### config.mk
export PLATFORM = sky130hd
export DESIGN_NAME = adc_frame_ctrl
export DESIGN_NICKNAME = d
export VERILOG_FILES = /design/src/verilog/adc_frame_pkg.sv /design/src/verilog/word_buf_if.sv /design/src/verilog/adc_frame_ctrl.sv /design/src/verilog/result_buf.sv
export VERILOG_INCLUDE_DIRS = /design/src /design/src/verilog
export SDC_FILE = /design/constraint.sdc
export NUM_CORES = 1
export LEC_CHECK = 0
export ABC_CLOCK_PERIOD_IN_PS = 1800
export BUFFER_PORTS_ARGS = -buffer_cell sky130_fd_sc_hd__buf_4
export CAP_MARGIN = 0
export CORE_UTILIZATION = 30
export DETAILED_ROUTE_END_ITERATION = 12
export GPL_ROUTABILITY_DRIVEN = 0
export PLACE_DENSITY_LB_ADDON = 0.25
export SYNTH_ARGS = -nofsm -noshare
export SYNTH_HDL_FRONTEND = slang
export SYNTH_SLANG_ARGS = --single-unit
### constraint.sdc
create_clock -name clk_i -period 1.8 [get_ports clk_i]
set_input_delay 0.27 -clock clk_i [delete_from_list [all_inputs] [get_ports clk_i]]
set_output_delay 0.27 -clock clk_i [all_outputs]
set_load 0.02 [all_outputs]
### src/verilog/adc_frame_defines.svh
// Constants of the serial conversion frame: falling- and rising-edge counts and word layout.
// Assumes counts start from zero at each frame-select fall.
`ifndef ADC_FRAME_DEFINES_SVH
`define ADC_FRAME_DEFINES_SVH

`define RES_BITS 12
`define CNT_W 5
`define CNT_ZERO 5'h00
`define CNT_ONE 5'h01
`define CNT_SHDN_FIRST 5'h02
`define CNT_SHDN_LAST 5'h0A
`define CNT_DATA_FIRST 5'h03
`define CNT_DATA_LAST 5'h0E
`define CNT_WORD 5'h10
`define CNT_TRACK_RISE 5'h0D
`define CNT_TRUNC 5'h0C
`define CODE_ZERO 12'h000
`define BUF_DEPTH 2

`endif

### src/verilog/adc_frame_pkg.sv
// Types shared by the frame controller and its result buffer.
// Assumes the defines header is compiled alongside.
package adc_frame_pkg;
	typedef enum logic {MODE_NORMAL, MODE_SHUTDOWN} pwr_mode_t;
	typedef logic [11:0] code_t;
endpackage

### src/verilog/word_buf_if.sv
// Valid/ready carrier between the frame controller and its result buffer.
// Assumes both ends run on the single system clock.
`timescale 1ns/1ps
interface word_buf_if;
	logic [11:0] in_data;
	logic in_valid;
	logic in_ready;
	logic [11:0] out_data;
	logic out_valid;
	logic out_ready;
	modport store
	(
		input in_data,
		input in_valid,
		output in_ready,
		output out_data,
		output out_valid,
		input out_ready
	);
	modport user
	(
		output in_data,
		output in_valid,
		input in_ready,
		input out_data,
		input out_valid,
		output out_ready
	);
endinterface

### src/verilog/adc_frame_ctrl.sv
// Serial frame and power-mode control of a 12-bit sampling converter.
// Assumes frame select and serial clock arrive asynchronously from the host,
// and the conversion core answers each sample request over code_i.
`timescale 1ns/1ps
`include "adc_frame_defines.svh"

// Operation
// - Result is straight binary, step supply/4096
// - Frame-select fall: normal mode, start conversion
// - Rise at falls 2..10: abort, float, shutdown
// - Rise before fall 2 keeps mode
// - Rise at falls 11..15: abort, float, stay normal
// - Sixteen clocks per word, then output floats
// - Shutdown holds until select falls again
// - Shutdown turns analog circuitry off
// - First conversion after shutdown exit is invalid
// - Waking, rise before fall 10 returns shutdown
// - Three zeros then twelve bits, MSB first
// - Select fall drives output, sample, hold
// - Track again on 13th rise; host waits 350ns
// - Float after fall 16 or select rise
module adc_frame_ctrl
	import adc_frame_pkg::*;
(
	// Clock and reset
	input wire logic clk_i,
	input wire logic rst_n_i,
	// Host pins
	input wire logic frame_sel_n_i,
	input wire logic serial_clk_i,
	output logic serial_result_out_o,
	output logic serial_result_oe_o,
	// Conversion core
	input wire logic [11:0] code_i,
	input wire logic code_valid_i,
	output logic code_ready_o,
	output logic sample_o,
	output logic track_o,
	output logic analog_on_o,
	output logic conv_valid_o
);

	word_buf_if bus ();

	logic cs_s1, cs_s2, cs_s3;
	logic sck_s1, sck_s2, sck_s3;
	logic cs_fall, cs_rise, sck_fall, sck_rise;
	pwr_mode_t mode, next_mode;
	logic active, next_active;
	logic warming, next_warming;
	logic [`CNT_W-1:0] cnt, next_cnt, cnt_inc;
	logic [`CNT_W-1:0] rise_cnt, next_rise_cnt, rise_inc;
	code_t shift, next_shift;
	logic next_sdo, next_oe, next_track, next_sample, next_valid, pop;

	function automatic logic in_range(input logic [`CNT_W-1:0] v,
		input logic [`CNT_W-1:0] lo, input logic [`CNT_W-1:0] hi);
		in_range = (v >= lo) && (v <= hi);
	endfunction

	////////////////////////////////////////////////////////////////////////
	// Pin synchronisers; edges are taken from the second and third stages
	always_ff @(posedge clk_i or negedge rst_n_i)
	begin
		if (!rst_n_i)
		begin
			cs_s1 <= 1'b1;
			cs_s2 <= 1'b1;
			cs_s3 <= 1'b1;
			sck_s1 <= 1'b1;
			sck_s2 <= 1'b1;
			sck_s3 <= 1'b1;
		end
		else
		begin
			cs_s1 <= frame_sel_n_i;
			cs_s2 <= cs_s1;
			cs_s3 <= cs_s2;
			sck_s1 <= serial_clk_i;
			sck_s2 <= sck_s1;
			sck_s3 <= sck_s2;
		end
	end

	// only a high-to-low transition starts a frame
	assign cs_fall = cs_s3 && !cs_s2;
	assign cs_rise = !cs_s3 && cs_s2;
	assign sck_fall = sck_s3 && !sck_s2;
	assign sck_rise = !sck_s3 && sck_s2;
	assign cnt_inc = cnt + `CNT_ONE;
	assign rise_inc = rise_cnt + `CNT_ONE;

	////////////////////////////////////////////////////////////////////////
	// Result buffer: the core may run ahead by two words without loss
	assign bus.in_data = code_i;
	assign bus.in_valid = code_valid_i;
	assign bus.out_ready = pop;
	assign code_ready_o = bus.in_ready;

	result_buf u_buf
	(
		.clk_i(clk_i),
		.rst_n_i(rst_n_i),
		.bus(bus)
	);

	////////////////////////////////////////////////////////////////////////
	// Frame sequencer
	always_comb
	begin
		next_mode = mode;
		next_active = active;
		next_warming = warming;
		next_cnt = cnt;
		next_rise_cnt = rise_cnt;
		next_shift = shift;
		next_sdo = serial_result_out_o;
		next_oe = serial_result_oe_o;
		next_track = track_o;
		next_sample = 1'b0;
		next_valid = conv_valid_o;
		pop = 1'b0;
		if (cs_fall)
		begin
			next_mode = MODE_NORMAL;
			next_active = 1'b1;
			next_cnt = `CNT_ZERO;
			next_rise_cnt = `CNT_ZERO;
			next_oe = 1'b1;
			next_sdo = 1'b0;
			next_track = 1'b0;
			next_sample = 1'b1;
			next_warming = (mode == MODE_SHUTDOWN) || warming;
			next_valid = !next_warming;
		end
		else if (active && cs_rise)
		begin
			next_active = 1'b0;
			next_oe = 1'b0;
			next_sdo = 1'b0;
			next_track = 1'b1;
			if (warming && (cnt < `CNT_SHDN_LAST))
			begin
				next_mode = MODE_SHUTDOWN;
			end
			else if (in_range(cnt, `CNT_SHDN_FIRST, `CNT_SHDN_LAST))
			begin
				next_mode = MODE_SHUTDOWN;
			end
			// otherwise mode is kept, word truncated
		end
		else if (active && sck_fall)
		begin
			next_cnt = cnt_inc;
			if (cnt_inc == `CNT_DATA_FIRST)
			begin
				pop = bus.out_valid;
				next_shift = bus.out_valid ? bus.out_data : `CODE_ZERO;
				next_valid = conv_valid_o && bus.out_valid;
				next_sdo = next_shift[`RES_BITS-1];
				next_shift = {next_shift[`RES_BITS-2:0], 1'b0};
			end
			else if (in_range(cnt_inc, `CNT_DATA_FIRST, `CNT_DATA_LAST))
			begin
				next_sdo = shift[`RES_BITS-1];
				next_shift = {shift[`RES_BITS-2:0], 1'b0};
			end
			else if (cnt_inc == `CNT_WORD)
			begin
				next_oe = 1'b0;
				next_active = 1'b0;
				next_warming = 1'b0;
				next_sdo = 1'b0;
			end
			else
			begin
				next_sdo = 1'b0;
			end
		end
		else if (active && sck_rise)
		begin
			next_rise_cnt = rise_inc;
			// back to track on 13th rise
			if (rise_inc == `CNT_TRACK_RISE)
			begin
				next_track = 1'b1;
			end
		end
	end

	always_ff @(posedge clk_i or negedge rst_n_i)
	begin
		if (!rst_n_i)
		begin
			mode <= MODE_SHUTDOWN;
			active <= 1'b0;
			warming <= 1'b1;
			cnt <= `CNT_ZERO;
			rise_cnt <= `CNT_ZERO;
			shift <= `CODE_ZERO;
			serial_result_out_o <= 1'b0;
			serial_result_oe_o <= 1'b0;
			track_o <= 1'b1;
			sample_o <= 1'b0;
			conv_valid_o <= 1'b0;
			analog_on_o <= 1'b0;
		end
		else
		begin
			mode <= next_mode;
			active <= next_active;
			warming <= next_warming;
			cnt <= next_cnt;
			rise_cnt <= next_rise_cnt;
			shift <= next_shift;
			serial_result_out_o <= next_sdo;
			serial_result_oe_o <= next_oe;
			track_o <= next_track;
			sample_o <= next_sample;
			conv_valid_o <= next_valid;
			analog_on_o <= (next_mode == MODE_NORMAL);
		end
	end
endmodule

### src/verilog/result_buf.sv
// Two-entry result buffer with valid and ready on both sides.
// Assumes the producer holds data while in_valid is high and in_ready low.
`timescale 1ns/1ps
`include "adc_frame_defines.svh"
module result_buf
	import adc_frame_pkg::*;
(
	// Clock and reset
	input wire logic clk_i,
	input wire logic rst_n_i,
	// Buffer ports
	word_buf_if.store bus
);

	code_t mem [`BUF_DEPTH];
	logic wr_ptr;
	logic rd_ptr;
	logic [1:0] fill;
	logic full;
	logic next_wr_ptr;
	logic next_rd_ptr;
	logic [1:0] next_fill;
	logic push;
	logic pop;

	////////////////////////////////////////////////////////////////////////
	// Ready comes from a registered full flag so the top output is a flop
	assign push = bus.in_valid && !full;
	assign pop = bus.out_ready && (fill != 2'h0);
	assign bus.in_ready = !full;
	assign bus.out_valid = (fill != 2'h0);
	assign bus.out_data = mem[rd_ptr];

	always_comb
	begin
		next_wr_ptr = wr_ptr ^ push;
		next_rd_ptr = rd_ptr ^ pop;
		next_fill = fill;
		if (push && !pop)
		begin
			next_fill = fill + 2'h1;
		end
		else if (pop && !push)
		begin
			next_fill = fill - 2'h1;
		end
	end

	always_ff @(posedge clk_i or negedge rst_n_i)
	begin
		if (!rst_n_i)
		begin
			wr_ptr <= 1'b0;
			rd_ptr <= 1'b0;
			fill <= 2'h0;
			full <= 1'b0;
		end
		else
		begin
			wr_ptr <= next_wr_ptr;
			rd_ptr <= next_rd_ptr;
			fill <= next_fill;
			full <= (next_fill == 2'h2);
		end
	end

	always_ff @(posedge clk_i)
	begin
		if (push)
		begin
			mem[wr_ptr] <= bus.in_data;
		end
	end

endmodule

==> out/results.ini <==
[yosys]
post_synth_num_cell_types=47
async_reset_ff_share_pct=62.50
synthesis.yosys.warnings=0
synth-seq-area-share_pct=56.62
synth_cells=273
synth_area_per_cell_sq_um=11.21
synthesis.area_sq_mm=0.003060
yosys_register_bits=64
synth_enable_flop_cells=24
ys_dominant_reg_cell=dfrtp_1
synth_nets=299

[grt]
antenna_found_initial=0
grt-ovfl-total=0
grt_first_pass_wirelength_um=9749
grt_max_degree=41
gr_util_all_layers_pct=12.51
grt_pass1_vias=2058

[status]
outcome=finished with violations
violations=setup timing

[pwr]
switching_power_mw=1.474
sw_frac_of_total_pct=33.13
p_int_mw=2.974
p_total_mw=4.448
sequential_fraction_of_design_power_pct=46.0
power_frac_comb_pct=28.4
clock_power_share_pct=25.6
cellPowerDensity_mw_per_mm2=1145
irDropWorstVdd_uv=459.2
power.static_leakage_nw=1.588

[clock_tree]
worstSkewPairLatency_ns=0.35
cts_tree=built
clock-sinks=64
tritoncts.num_buffers=9
cts_clk_pin_slew_worst_paths_ns=0.08
htreeDepth=3
ctsRootBufferMaster=clkbuf_8
cts_max_path_buffers=2

[critical_path]
worstPathCellList=ha_4 -> xnor2_2 -> or3_1 -> o211ai_1 -> a21oi_2 -> buf_4 -> a32o_1
critPathCaptureType=flip-flop
critical_path.max_stage_delay_ns=0.46
critPathMaxFanout=5
path_buf_inv=1
worstSetupStartpointType=flip-flop
worst-setup-path-type=flip-flop to flip-flop
cp.arrival_ns=2.10
slowest_stage=dfrtp_2
path_delay_family=compound AO/OA/AOI/OAI gates
worstPathRequired_ns=2.04

[final_layout]
most_frequent_standard_cell_in_the_layout_excluding_fill_and_tap_cells=buf_4
area_overhead_vs_synth_pct=26.90
nFillCells=972
final_cells=466
post-route-util_pct=39.55
mostFrequentLayoutCells=55 x buf_4, 39 x nor2_1, 29 x dfrtp_1
multi_input_area_sq_mm=0.001315
drive_above_1_share_pct=33.93
seq_area_sq_mm=0.001735
final_net_count=354
antennaDiodeCount=0

[sta]
fin_ws_ns=-0.05672
final.hold.worst_slack_ns=0.02368
finalWorstPathRequiredPeriod_ns=1.857
timing_max_transition_violations_final=0
fin_skew_ns=0.006434
timing.final.setup_violations=13
clock.fmax_ghz=0.5386
tns_ns=-0.3245
worst_slew_pin_slew_ns=0.5231
grt_setup_unrepaired=yes
slew_headroom_pct=65.13
final_min_period_over_clock_period_pct=103.2
final_report_hold_violation_count=0

[route]
route.vias.total=2148
drtIter0Drc=47
routed-wl-met2_um=2818
antenna_left=0
wl_met1_um=2773
via_per_inst=4.609
remaining_drc_errors=0
highest_layer=met4
detailed_routing_iterations_pass_1=4
wl_met3_um=211
wl_per_cell_um=12.73
routed_wirelength_um=5930

[floorplan]
chipWidth_um=103
die_area_sq_mm=0.01061
core_region_area_sq_mm=0.009819
initial_utilization_pct=31.17
die-height_um=103
ioPinCount=24
num_rows=36

[placement]
io_buffers=23
detailed_place_hpwl_um=3947
placed_cells=442

[run]
max-cap-violations=0

[hold_path]
holdCritPathClass=input port to flip-flop

synthesized netlist by cell type (3+ instances only):
library cell / count / share of area (%)
nand2_1: 15 / 1.8
clkbuf_1: 5 / 0.61
o21ai_0: 9 / 1.5
mux2i_1: 23 / 7.5
nor3_1: 3 / 0.49
o211ai_1: 3 / 0.74
ha_1: 9 / 3.7
buf_2: 5 / 0.82
dfstp_2: 9 / 7.7
nand3_1: 10 / 1.6
o22ai_1: 4 / 0.82
xor2_1: 4 / 1.1
inv_1: 11 / 1.3
a21oi_1: 19 / 3.1
dfrtp_1: 31 / 25
xnor2_1: 5 / 1.4
edfxtp_1: 24 / 24
nor2_1: 44 / 5.4
logic make-up after synthesis:
family | Yosys count | share of synthesized area, %
flip-flops | 64 | 56.62
adder cells (fa/ha/maj) | 9 | 3.680
buffers and inverters | 26 | 4.047
XOR/XNOR | 9 | 2.575
multiplexers | 24 | 7.890
AO/OA/AOI/OAI | 49 | 10.47
AND/OR/NAND/NOR | 92 | 14.72
stage by stage:
stage / cell area [sq um] / setup WS (ns)
5_1_grt: 3884 / -0.1336
2_1_floorplan: 3095 / -0.02368
6_report: 3884 / -0.05672
4_1_cts: 3809 / -0.03831
3_3_place_gp: 3557 / -0.04881
3_5_place_dp: 3557 / -0.1225
path summary, 6_finish.rpt:
kind,from,cells after the start,end,slack [ns]
max,cnt[1],7,serial_result_out_o,-0.06
min,serial_clk_i,1,sck_s1,0.02
max reg2reg,cnt[1],7,serial_result_out_o,-0.06
min reg2reg,sck_s1,0,sck_s2,0.36
max in group asynchronous,rst_n_i,2,cnt[1],0.97
min in group asynchronous,rst_n_i,2,rise_cnt[4],0.42
layer usage:
metal  up-vias  track usage [%]
met5         -                0
met4         0            6.176
met3         9            3.729
met2        45            19.85
met1      1026            15.54
li1       1068                -
timing repair:
item,4_1_cts,5_1_grt
gates resized for setup,10,14
hold endpoints to repair,31,0
cloned,0,2
pin swaps,5,7
setup buffers,4,1
hold buffers,1,0
setup endpoints to repair,14,17
cell type report:
class,instances,area share (%)
Sequential cell,64,44.68
Multi-Input combinational cell,183,33.86
Timing Repair Buffer,57,11.18
Tap cell,133,4.285
Clock buffer,9,3.189
Clock inverter,7,1.418
Inverter,13,1.385
state kept, by name (all words and copies together) (netlist names), 2 cells and up:
name and count:
u_buf.mem 24, rise_cnt 5, cnt 5, shift 11, u_buf.fill 2
power groups by stage:
stage / combinational [mW] / clock (mW) / sequential [mW]
floorplan: 0.835 / 0 / 2.04
global placement: 1.17 / 0 / 2.05
detailed placement: 1.19 / 0 / 2.06
CTS: 1.23 / 1.18 / 2.03
global route: 1.43 / 1.24 / 2.08
finish: 1.26 / 1.14 / 2.05
No activity file was read; power rests on OpenSTA's default activity.
